[config.mk]
export PLATFORM = sky130hd
export DESIGN_NAME = audio_channel_out
export DESIGN_NICKNAME = d
export VERILOG_FILES = /design/src/audio_out_pkg.sv /design/src/audio_channel_out.sv /design/src/sample_timer.sv
export VERILOG_INCLUDE_DIRS = /design/src
export SDC_FILE = /design/constraint.sdc
export NUM_CORES = 1
export LEC_CHECK = 0
export ABC_AREA = 1
export BUFFER_PORTS_ARGS = -buffer_cell sky130_fd_sc_hd__buf_2
export CORE_UTILIZATION = 45
export CTS_CLUSTER_DIAMETER = 100
export DETAILED_ROUTE_END_ITERATION = 16
export PLACE_DENSITY = 0.68
export SLEW_MARGIN = 25
export SYNTH_ARGS = -nofsm -noshare
export SYNTH_HDL_FRONTEND = slang
export SYNTH_SLANG_ARGS = --single-unit
[constraint.sdc]
create_clock -name clk -period 2.17 [get_ports clk]
set_clock_uncertainty 0.1 [all_clocks]
set_input_delay 0.217 -clock clk [delete_from_list [all_inputs] [get_ports clk]]
set_output_delay 0.217 -clock clk [all_outputs]
set_load 0.05 [all_outputs]
[src/audio_out_map.svh]
// offsets-free constants for the audio channel sample output
`ifndef AUDIO_OUT_MAP_SVH
`define AUDIO_OUT_MAP_SVH
`define PER_W 16
`define LEN_W 16
`define ADDR_W 24
`define VOL_W 7
`define STARVE_INTERVALS 2
`define BYPASS_BIT 1
`endif

[src/audio_out_pkg.sv]
// types for the audio channel sample output
package audio_out_pkg;
  typedef enum logic [3:0] {
    ST_IDLE  = 4'b0001,
    ST_LOAD  = 4'b0010,
    ST_FETCH = 4'b0100,
    ST_RUN   = 4'b1000
  } dma_state_t;
endpackage

[src/audio_channel_out.sv]
// one audio channel: dma or direct sample feed into the converter
`timescale 1ns/1ps
`default_nettype none
`include "audio_out_map.svh"
// Overview of operation
// - single buffer reloads pointers automatically, loops
// - dma interrupt on each restart at buffer top
// - dma start copies length, location, then fetches
// - direct mode plays written word's two bytes
// - dma interrupt after location loaded, not per word
// - direct interrupt after each word fully output
// - direct starved two intervals: output stops updating
// - starved output holds last sample indefinitely
// - volume and period apply in both modes
// - control bit selects filter bypass and indicator
module audio_channel_out
  import audio_out_pkg::*;
#(
  parameter int AW = `ADDR_W,
  parameter int LW = `LEN_W,
  parameter int PW = `PER_W
) (
  input wire logic clk,
  input wire logic resetn,
  input wire logic ce,
  input wire logic dma_en,
  input wire logic [AW-1:0] location,
  input wire logic [LW-1:0] length,
  input wire logic [PW-1:0] period,
  input wire logic [`VOL_W-1:0] volume,
  input wire logic dma_slot,
  output logic dma_req,
  output logic [AW-1:0] dma_addr,
  input wire logic dma_ack,
  input wire logic [15:0] dma_data,
  input wire logic cpu_wr,
  input wire logic [15:0] cpu_data,
  input wire logic port_bit_in,
  output logic [7:0] dac_sample,
  output logic [`VOL_W-1:0] dac_volume,
  output logic filter_bypass,
  output logic filter_bypass_indicator_bit,
  output logic irq
);
  // ------------------------------------------------------------
  // state
  // ------------------------------------------------------------
  dma_state_t st_ff, nxt_st;
  logic [AW-1:0] ptr_ff, nxt_ptr;
  logic [LW-1:0] left_ff, nxt_left;
  logic [15:0] word_ff, nxt_word;
  logic word_ok_ff, nxt_word_ok;
  logic half_ff, nxt_half;
  logic [1:0] starve_ff, nxt_starve;
  logic [7:0] samp_ff, nxt_samp;
  logic irq_ff, nxt_irq;
  // two stages: the port bit comes from another device's clock
  logic bypass_meta_ff, nxt_bypass_meta;
  logic bypass_ff, nxt_bypass;
  logic [`VOL_W-1:0] vol_ff, nxt_vol;
  logic tick;
  logic run;

  // ------------------------------------------------------------
  // byte select
  // ------------------------------------------------------------
  // high byte goes out first, then the low byte of the same word
  function automatic logic [7:0] pick_byte(input logic [15:0] w, input logic low);
    logic [7:0] b;
    if (low) begin
      b = w[7:0];
    end else begin
      b = w[15:8];
    end
    return b;
  endfunction

  // ------------------------------------------------------------
  // sample timer
  // ------------------------------------------------------------
  // the timer keeps counting through a fetch so the interval does not stretch
  assign run = dma_en ? (st_ff == ST_RUN || st_ff == ST_FETCH) : 1'b1;

  sample_timer #(.PW(PW)) u_timer (
    .clk(clk),
    .resetn(resetn),
    .ce(ce),
    .run(run),
    .period(period),
    .tick(tick)
  );

  // ------------------------------------------------------------
  // next state
  // ------------------------------------------------------------
  always_comb begin
    nxt_st = st_ff;
    nxt_ptr = ptr_ff;
    nxt_left = left_ff;
    nxt_word = word_ff;
    nxt_word_ok = word_ok_ff;
    nxt_half = half_ff;
    nxt_starve = starve_ff;
    nxt_samp = samp_ff;
    nxt_irq = 1'b0;
    nxt_bypass_meta = port_bit_in;
    nxt_bypass = bypass_meta_ff;
    nxt_vol = volume;
    dma_req = 1'b0;
    if (dma_en) begin
      case (st_ff)
        ST_IDLE: begin
          // start is taken one cycle after the enable is seen
          nxt_st = ST_LOAD;
        end
        ST_LOAD: begin
          nxt_ptr = location;
          nxt_left = length;
          // working copies taken: software may now load the next buffer
          nxt_irq = 1'b1;
          nxt_word_ok = 1'b0;
          nxt_st = ST_FETCH;
        end
        ST_FETCH: begin
          // ask only inside an allotted slot; the memory side answers there
          dma_req = dma_slot;
          if (dma_slot && dma_ack) begin
            nxt_word = dma_data;
            nxt_word_ok = 1'b1;
            nxt_half = 1'b0;
            nxt_ptr = ptr_ff + {{(AW-2){1'b0}}, 2'h2};
            // a zero length is taken as one word instead of wrapping round
            nxt_left = (left_ff == '0) ? '0 : left_ff - 1'b1;
            nxt_st = ST_RUN;
          end
        end
        ST_RUN: begin
          if (tick) begin
            nxt_samp = pick_byte(word_ff, half_ff);
            nxt_half = ~half_ff;
            if (half_ff) begin
              // last word of the buffer: restart at the top on our own
              nxt_st = (left_ff == '0) ? ST_LOAD : ST_FETCH;
            end
          end
        end
        default: nxt_st = ST_IDLE;
      endcase
    end else begin
      nxt_st = ST_IDLE;
      // a write wins over a tick in the same cycle; that tick is lost
      if (cpu_wr) begin
        nxt_word = cpu_data;
        nxt_word_ok = 1'b1;
        nxt_half = 1'b0;
        nxt_starve = 2'h0;
      end else if (tick) begin
        if (starve_ff < 2'(`STARVE_INTERVALS)) begin
          // output changes only while fresh bytes remain; else frozen
          if (word_ok_ff) begin
            nxt_samp = pick_byte(word_ff, half_ff);
            nxt_half = ~half_ff;
            if (half_ff) begin
              nxt_irq = 1'b1;
            end
          end
          nxt_starve = starve_ff + 2'h1;
        end
        // starved: samp_ff left untouched
      end
    end
  end

  // ------------------------------------------------------------
  // registers
  // ------------------------------------------------------------
  // ce low freezes every register, the timer's included
  always_ff @(posedge clk or negedge resetn) begin
    if (!resetn) begin
      st_ff <= ST_IDLE;
      ptr_ff <= '0;
      left_ff <= '0;
      word_ff <= 16'h0000;
      word_ok_ff <= 1'b0;
      half_ff <= 1'b0;
      starve_ff <= 2'h0;
      samp_ff <= 8'h00;
      irq_ff <= 1'b0;
      bypass_meta_ff <= 1'b0;
      bypass_ff <= 1'b0;
      vol_ff <= '0;
    end else if (ce) begin
      st_ff <= nxt_st;
      ptr_ff <= nxt_ptr;
      left_ff <= nxt_left;
      word_ff <= nxt_word;
      word_ok_ff <= nxt_word_ok;
      half_ff <= nxt_half;
      starve_ff <= nxt_starve;
      samp_ff <= nxt_samp;
      irq_ff <= nxt_irq;
      bypass_meta_ff <= nxt_bypass_meta;
      bypass_ff <= nxt_bypass;
      vol_ff <= nxt_vol;
    end
  end

  // ------------------------------------------------------------
  // outputs
  // ------------------------------------------------------------
  // volume is registered like the other data outputs, one cycle behind
  assign dma_addr = ptr_ff;
  assign dac_sample = samp_ff;
  assign dac_volume = vol_ff;
  assign filter_bypass = bypass_ff;
  assign filter_bypass_indicator_bit = bypass_ff;
  assign irq = irq_ff;
endmodule
`default_nettype wire

[src/sample_timer.sv]
// period down-counter giving one tick per sampling interval
`timescale 1ns/1ps
`default_nettype none
`include "audio_out_map.svh"
module sample_timer #(
  parameter int PW = `PER_W
) (
  input wire logic clk,
  input wire logic resetn,
  input wire logic ce,
  input wire logic run,
  input wire logic [PW-1:0] period,
  output logic tick
);
  logic [PW-1:0] cnt_ff;
  logic [PW-1:0] nxt_cnt;
  always_comb begin
    tick = run && (cnt_ff == '0);
    nxt_cnt = cnt_ff;
    if (!run) begin
      nxt_cnt = '0;
    end else if (cnt_ff == '0) begin
      // a zero period still gives a tick every cycle rather than wrapping
      nxt_cnt = (period == '0) ? '0 : period - 1'b1;
    end else begin
      nxt_cnt = cnt_ff - 1'b1;
    end
  end
  always_ff @(posedge clk or negedge resetn) begin
    if (!resetn) begin
      cnt_ff <= '0;
    end else if (ce) begin
      cnt_ff <= nxt_cnt;
    end
  end
endmodule
`default_nettype wire

== Word-level counts from Yosys, hierarchy flattened ==
Index checks and enable logic that the tools add are counted.
Operators by class
  add/sub/neg operators: 5
  magnitude comparators: 1
  equal/unequal tests: 14
  mux-type cells: 51
  bitwise operators: 2
  reduce and logical (&&, ||, !) cells: 22
Operator list (count)
  two-way mux 16 bit: 9
  two-way mux 8 bit: 8
  zero test 16 bit: 3
  one-hot mux 24 bit (2 select lines): 1
  subtractor 16 x 1 -> 16 bit (second input constant): 3
  one-hot mux 16 bit (2 select lines): 1
  adder 24 x 2 -> 24 bit (second input constant): 1
  two-way mux 24 bit: 1
  two-way mux 1 bit: 20
  AND reduction 4 bit: 5
  two-way mux 4 bit: 4
  one-hot mux 4 bit (4 select lines): 1
  nonzero test 2 bit: 6
  nonzero test 3 bit: 3
  != test 2 x 1 -> 1 bit (second input constant): 4
  AND reduction 7 bit: 1
  two-way mux 2 bit: 3
  != test 3 x 1 -> 1 bit (second input constant): 2
  != test 3 bit (second input constant): 2
  AND reduction 6 bit: 1
  == test 4 x 1 -> 1 bit (second input constant): 1
  == test 4 x 2 -> 1 bit (second input constant): 1
  == test 4 x 3 -> 1 bit (second input constant): 1
  == test 4 bit (second input constant): 1
  other kinds (9): 12
Storage, ports and cells
  bits in registers: 98
  bits of input ports: 103
  output and inout bits: 43

== Longest topological paths before layout ==
  depth in word-level cells: 7
  depth in mapped cells: 11
  mapped depth without buffers: 11

== Modules after synthesis ==
From an unflattened synthesis, not the netlist that was laid out.
Second synthesis, totals
  cells, all modules: 984
  area total of the unflattened synthesis: 6666.4 µm²
Modules (own cells, without submodules)
  audio_channel_out: instances 1, cells an instance 685, area each 4943.5 µm², seq. area each 2053.2 µm²
  sample_timer: instances 1, cells an instance 299, area each 1722.9 µm², seq. area each 400.4 µm²

== Least setup slack after synthesis ==
No wires, ideal clock.
  kind: register -> output
  start point: register st_ff[1]
  end point: output dma_req
  arrival: 1.751 ns
  data required time: 1.853 ns
  slack: 0.102 ns
  stages on the path, launching flop included: 7
  path buffers: 1
  cell sequence: dfrtp_1 nor2_2 nand2_4 inv_2 clkbuf_1 nand2_1 nor2_1
Between the ends
  cells in the longest elaborated chain, start to end: 3
RTL lines
  from (decl): RTL line audio_channel_out.sv:48  | dma_state_t st_ff, nxt_st;
  from (signal assigned): RTL line audio_channel_out.sv:193  | st_ff <= nxt_st;
  == test 4 x 3 -> 1 bit: RTL line audio_channel_out.sv:111  | case (st_ff)
  two-way mux 1 bit: RTL line audio_channel_out.sv:111
  two-way mux 1 bit: RTL line audio_channel_out.sv:110  | if (dma_en) begin
  to (decl): RTL line audio_channel_out.sv:32  | output logic dma_req,
No other way between the ends.

== Worst setup path after layout ==
Same ends and word-level chain as after synthesis.

==> out/results.ini <==
[yosys]
synth_common_cells = nand2_1, nor2_1, dfrtp_1, inv_1, nand3_1
synthArstFlopShare = 1.00
synth-seq-cells = 98
synth-edff-count = 0
ys_top_cells_by_area = dfrtp_1, nand2_1, nor2_1, nand3_1, inv_1
ys.flop_type = dfrtp_1
synth_top_cell_by_area = dfrtp_1
synth_top_area_frac = 0.374
synthCells = 989
synth_area_mm2 = 0.00649
ys_seq_area_frac = 0.378
ys_warn_count = 0
syn_nets = 1098
synth.most_common_cell = nand2_1
synth_cell_type_count = 39
syn_area_per_cell_um2 = 6.57

[setup_path]
worstPathArrival_ns = 1.73
path_max_fanout = 22
startpoint_type = register
cp.required_ns = 1.85
crit_type = register to output port
crit_chain = nor2_2, nand2_4, inv_6, nand2_1, nor2_1, clkbuf_4
critPathBufInv = 2
end_kind = output port
cp_top_family = simple AND/OR/NAND/NOR gates
worst_path_max_delay_cell = dfrtp_1
max_stage_delay_ns = 0.44

[placement]
port_buffers = 145
place.gp.congestion = 0.907
dpl.hpwl_um = 12800
dp_slack_ns = 0.160

[timing]
worst_pin_slew_ns = 0.675
setup_viol = 0
slew_headroom = 0.550
rsz0062_at_grt = no
finalCritPeriodShare = 0.943
slew_viol_final = 0
post-route-min-period_ns = 2.05
hold_viol_final = 0
max_freq_ghz = 0.489
finalSetupTns_ns = 0
worst_slack_ns = 0.125

[clocking]
cts_inserted_buffers = 9
cts_max_path_buffers = 2
clock_sinks = 98
cts_setup_buffers = 0
clock-root-buffer = clkbuf_16
cts_tree = yes
clkTransAtPathRegs_ns = 0.07
htree_levels = 3
clk_latency_ns = 0.35

[grt]
grt-ovfl-total = 0
antenna_found_initial = 0
grt_max_degree = 37
grt_pass1_vias = 6114
grtUsageTotal = 0.245
grt_first_pass_wirelength_um = 29000

[cells_and_area]
synthToLayoutAreaGrowth_pct = 20.6
diodes = 0
layout-drive-gt1-share = 0.183
fin_util = 0.560
nets = 1248

[pwr]
pwr-share-comb = 0.475
p_seq_frac = 0.345
p_switching_w = 0.00458
internal-power_w = 0.00478
power_leakage_nw = 4.00
switching_share = 0.489
ir_drop_mv = 0.661
clockPowerShare = 0.180
p_per_area_mw_per_mm2 = 1190

[die]
coreArea_mm2 = 0.0140
io_pins = 146
fp.dieH_um = 122
die_w_um = 122
rows = 43
start_util = 0.464
fp.dieArea_mm2 = 0.0149

[run_status]
status = finished, final reports clean

[routing]
vias = 6743
avgRoutedWirePerCell_um = 13.1
drcViolationCount = 0
drt-initial-drc-count = 371
detailedRoute.firstPassIterationCount = 5
antenna_left = 0
via_per_inst = 5.09
wirelength_um = 17400

[flow_run]
drv_cap = 0

[min_path]
min_path_type = input port to register

[cell families (layout without fill, tap and decap cells)]
group	after synthesis	after routing	synth area share
and+or+nand+nor	611	611	0.388
AOI/OAI and AO/OA	137	137	0.117
buffers and inverters	116	271	0.0767
DFF	98	98	0.378
xor gates and xnor gates	20	20	0.0270
adders and majority gates	6	6	0.0116
muxes	1	1	0.00173
[cells in the final DEF (no fill, tap or decap), types with 2 or more instances in the layout]
master and count:
a21oi_1 51, a22oi_1 2, a31oi_1 17, buf_2 143, buf_4 17, clkbuf_16 9, clkinvlp_4 2, dfrtp_1 97
dlygate4sd3_1 11, ha_1 6, inv_1 76, inv_2 3, inv_6 4, nand2_1 342, nand3_1 72, nand3_2 3
nand3b_1 10, nand4_1 9, nor2_1 153, nor2_2 9, nor3_1 5, o21ai_0 45, o21ai_1 8, o21bai_1 5
o22ai_1 3, or2_2 5, xnor2_1 3, xor2_1 17
[timing repair]
action                                  in CTS  in global routing
endpoints found under the hold margin       39                  0
gates cloned                                 0                  0
gates resized for setup                      1                  3
endpoints found under the setup margin       1                  2
hold buffers                                11                  0
[layout make-up]
type                    instances  area (um^2)
inverters                      82          314
well taps                     180          225
repair buffers                173          981
flip-flops and latches         98         2450
fillers                      1398         6160
multi-input cells             775         3550
clock buffers                   9          225
clock inverters                 7         82.6
[state kept, by name, summed over array words and instances, names as in the netlist]
| name | flops |
|---|---|
| irq | 1 |
| st_ff | 4 |
| left_ff | 16 |
| word_ok_ff | 1 |
| u_timer.cnt_ff | 16 |
| starve_ff | 2 |
| dac_volume | 7 |
| half_ff | 1 |
| dac_sample | 8 |
| word_ff | 16 |
| dma_addr | 24 |
| bypass_meta_ff | 1 |
| filter_bypass | 1 |
[worst paths after layout]
kind	from	end	slack [ns]	cells past startpoint
max reg2reg	st_ff[2]	dma_addr[11]	0.24	9
max in group asynchronous	resetn	st_ff[0]	1.11	3
max	st_ff[1]	dma_req	0.12	6
min reg2reg	dac_volume[0]	dac_volume[0]	0.37	2
min in group asynchronous	resetn	dac_volume[0]	0.25	2
min	cpu_data[1]	word_ff[1]	0.01	3
[power groups by stage]
stage          clock, W  combinational (W)  sequential (W)
4_1_cts         0.00172            0.00445         0.00322
5_1_grt         0.00180            0.00499         0.00334
3_3_place_gp          0            0.00438         0.00324
3_5_place_dp          0            0.00443         0.00323
6_report        0.00168            0.00445         0.00323
2_1_floorplan         0            0.00243         0.00408
[through the flow]
step / power [W] / std cells / hold WS, ns / cell area (um^2)
6_report: 0.00936 / 1324 / 0.0140 / 7830
5_1_grt: 0.0101 / 1324 / 0.0190 / 7830
4_1_cts: 0.00939 / 1324 / 0.00610 / 7820
3_5_place_dp: 0.00767 / 1297 / 0.0881 / 7400
3_3_place_gp: 0.00761 / 1297 / 0.0882 / 7400
2_1_floorplan: 0.00651 / 989 / -0.179 / 6490
[worst register-to-register path: stages, from the launching register on]
cell and delay [ns]:
dfrtp_1 0.42, nor2_1 0.22, nand3_1 0.24, o21ai_4 0.16
nand2_8 0.15, clkinv_2 0.14, buf_4 0.20, o21ai_1 0.08
o21ai_0 0.08, inv_1 0.05
[metal layers]
layer  track usage  wire length (um)  vias up
met5             0                 0        -
met4        0.0831               347        0
met3        0.0276               690       21
met2         0.401              8140      148
met1         0.336              8230     3107
li1              -                 -     3467
Note: power is estimated with default switching activity, not from simulation.
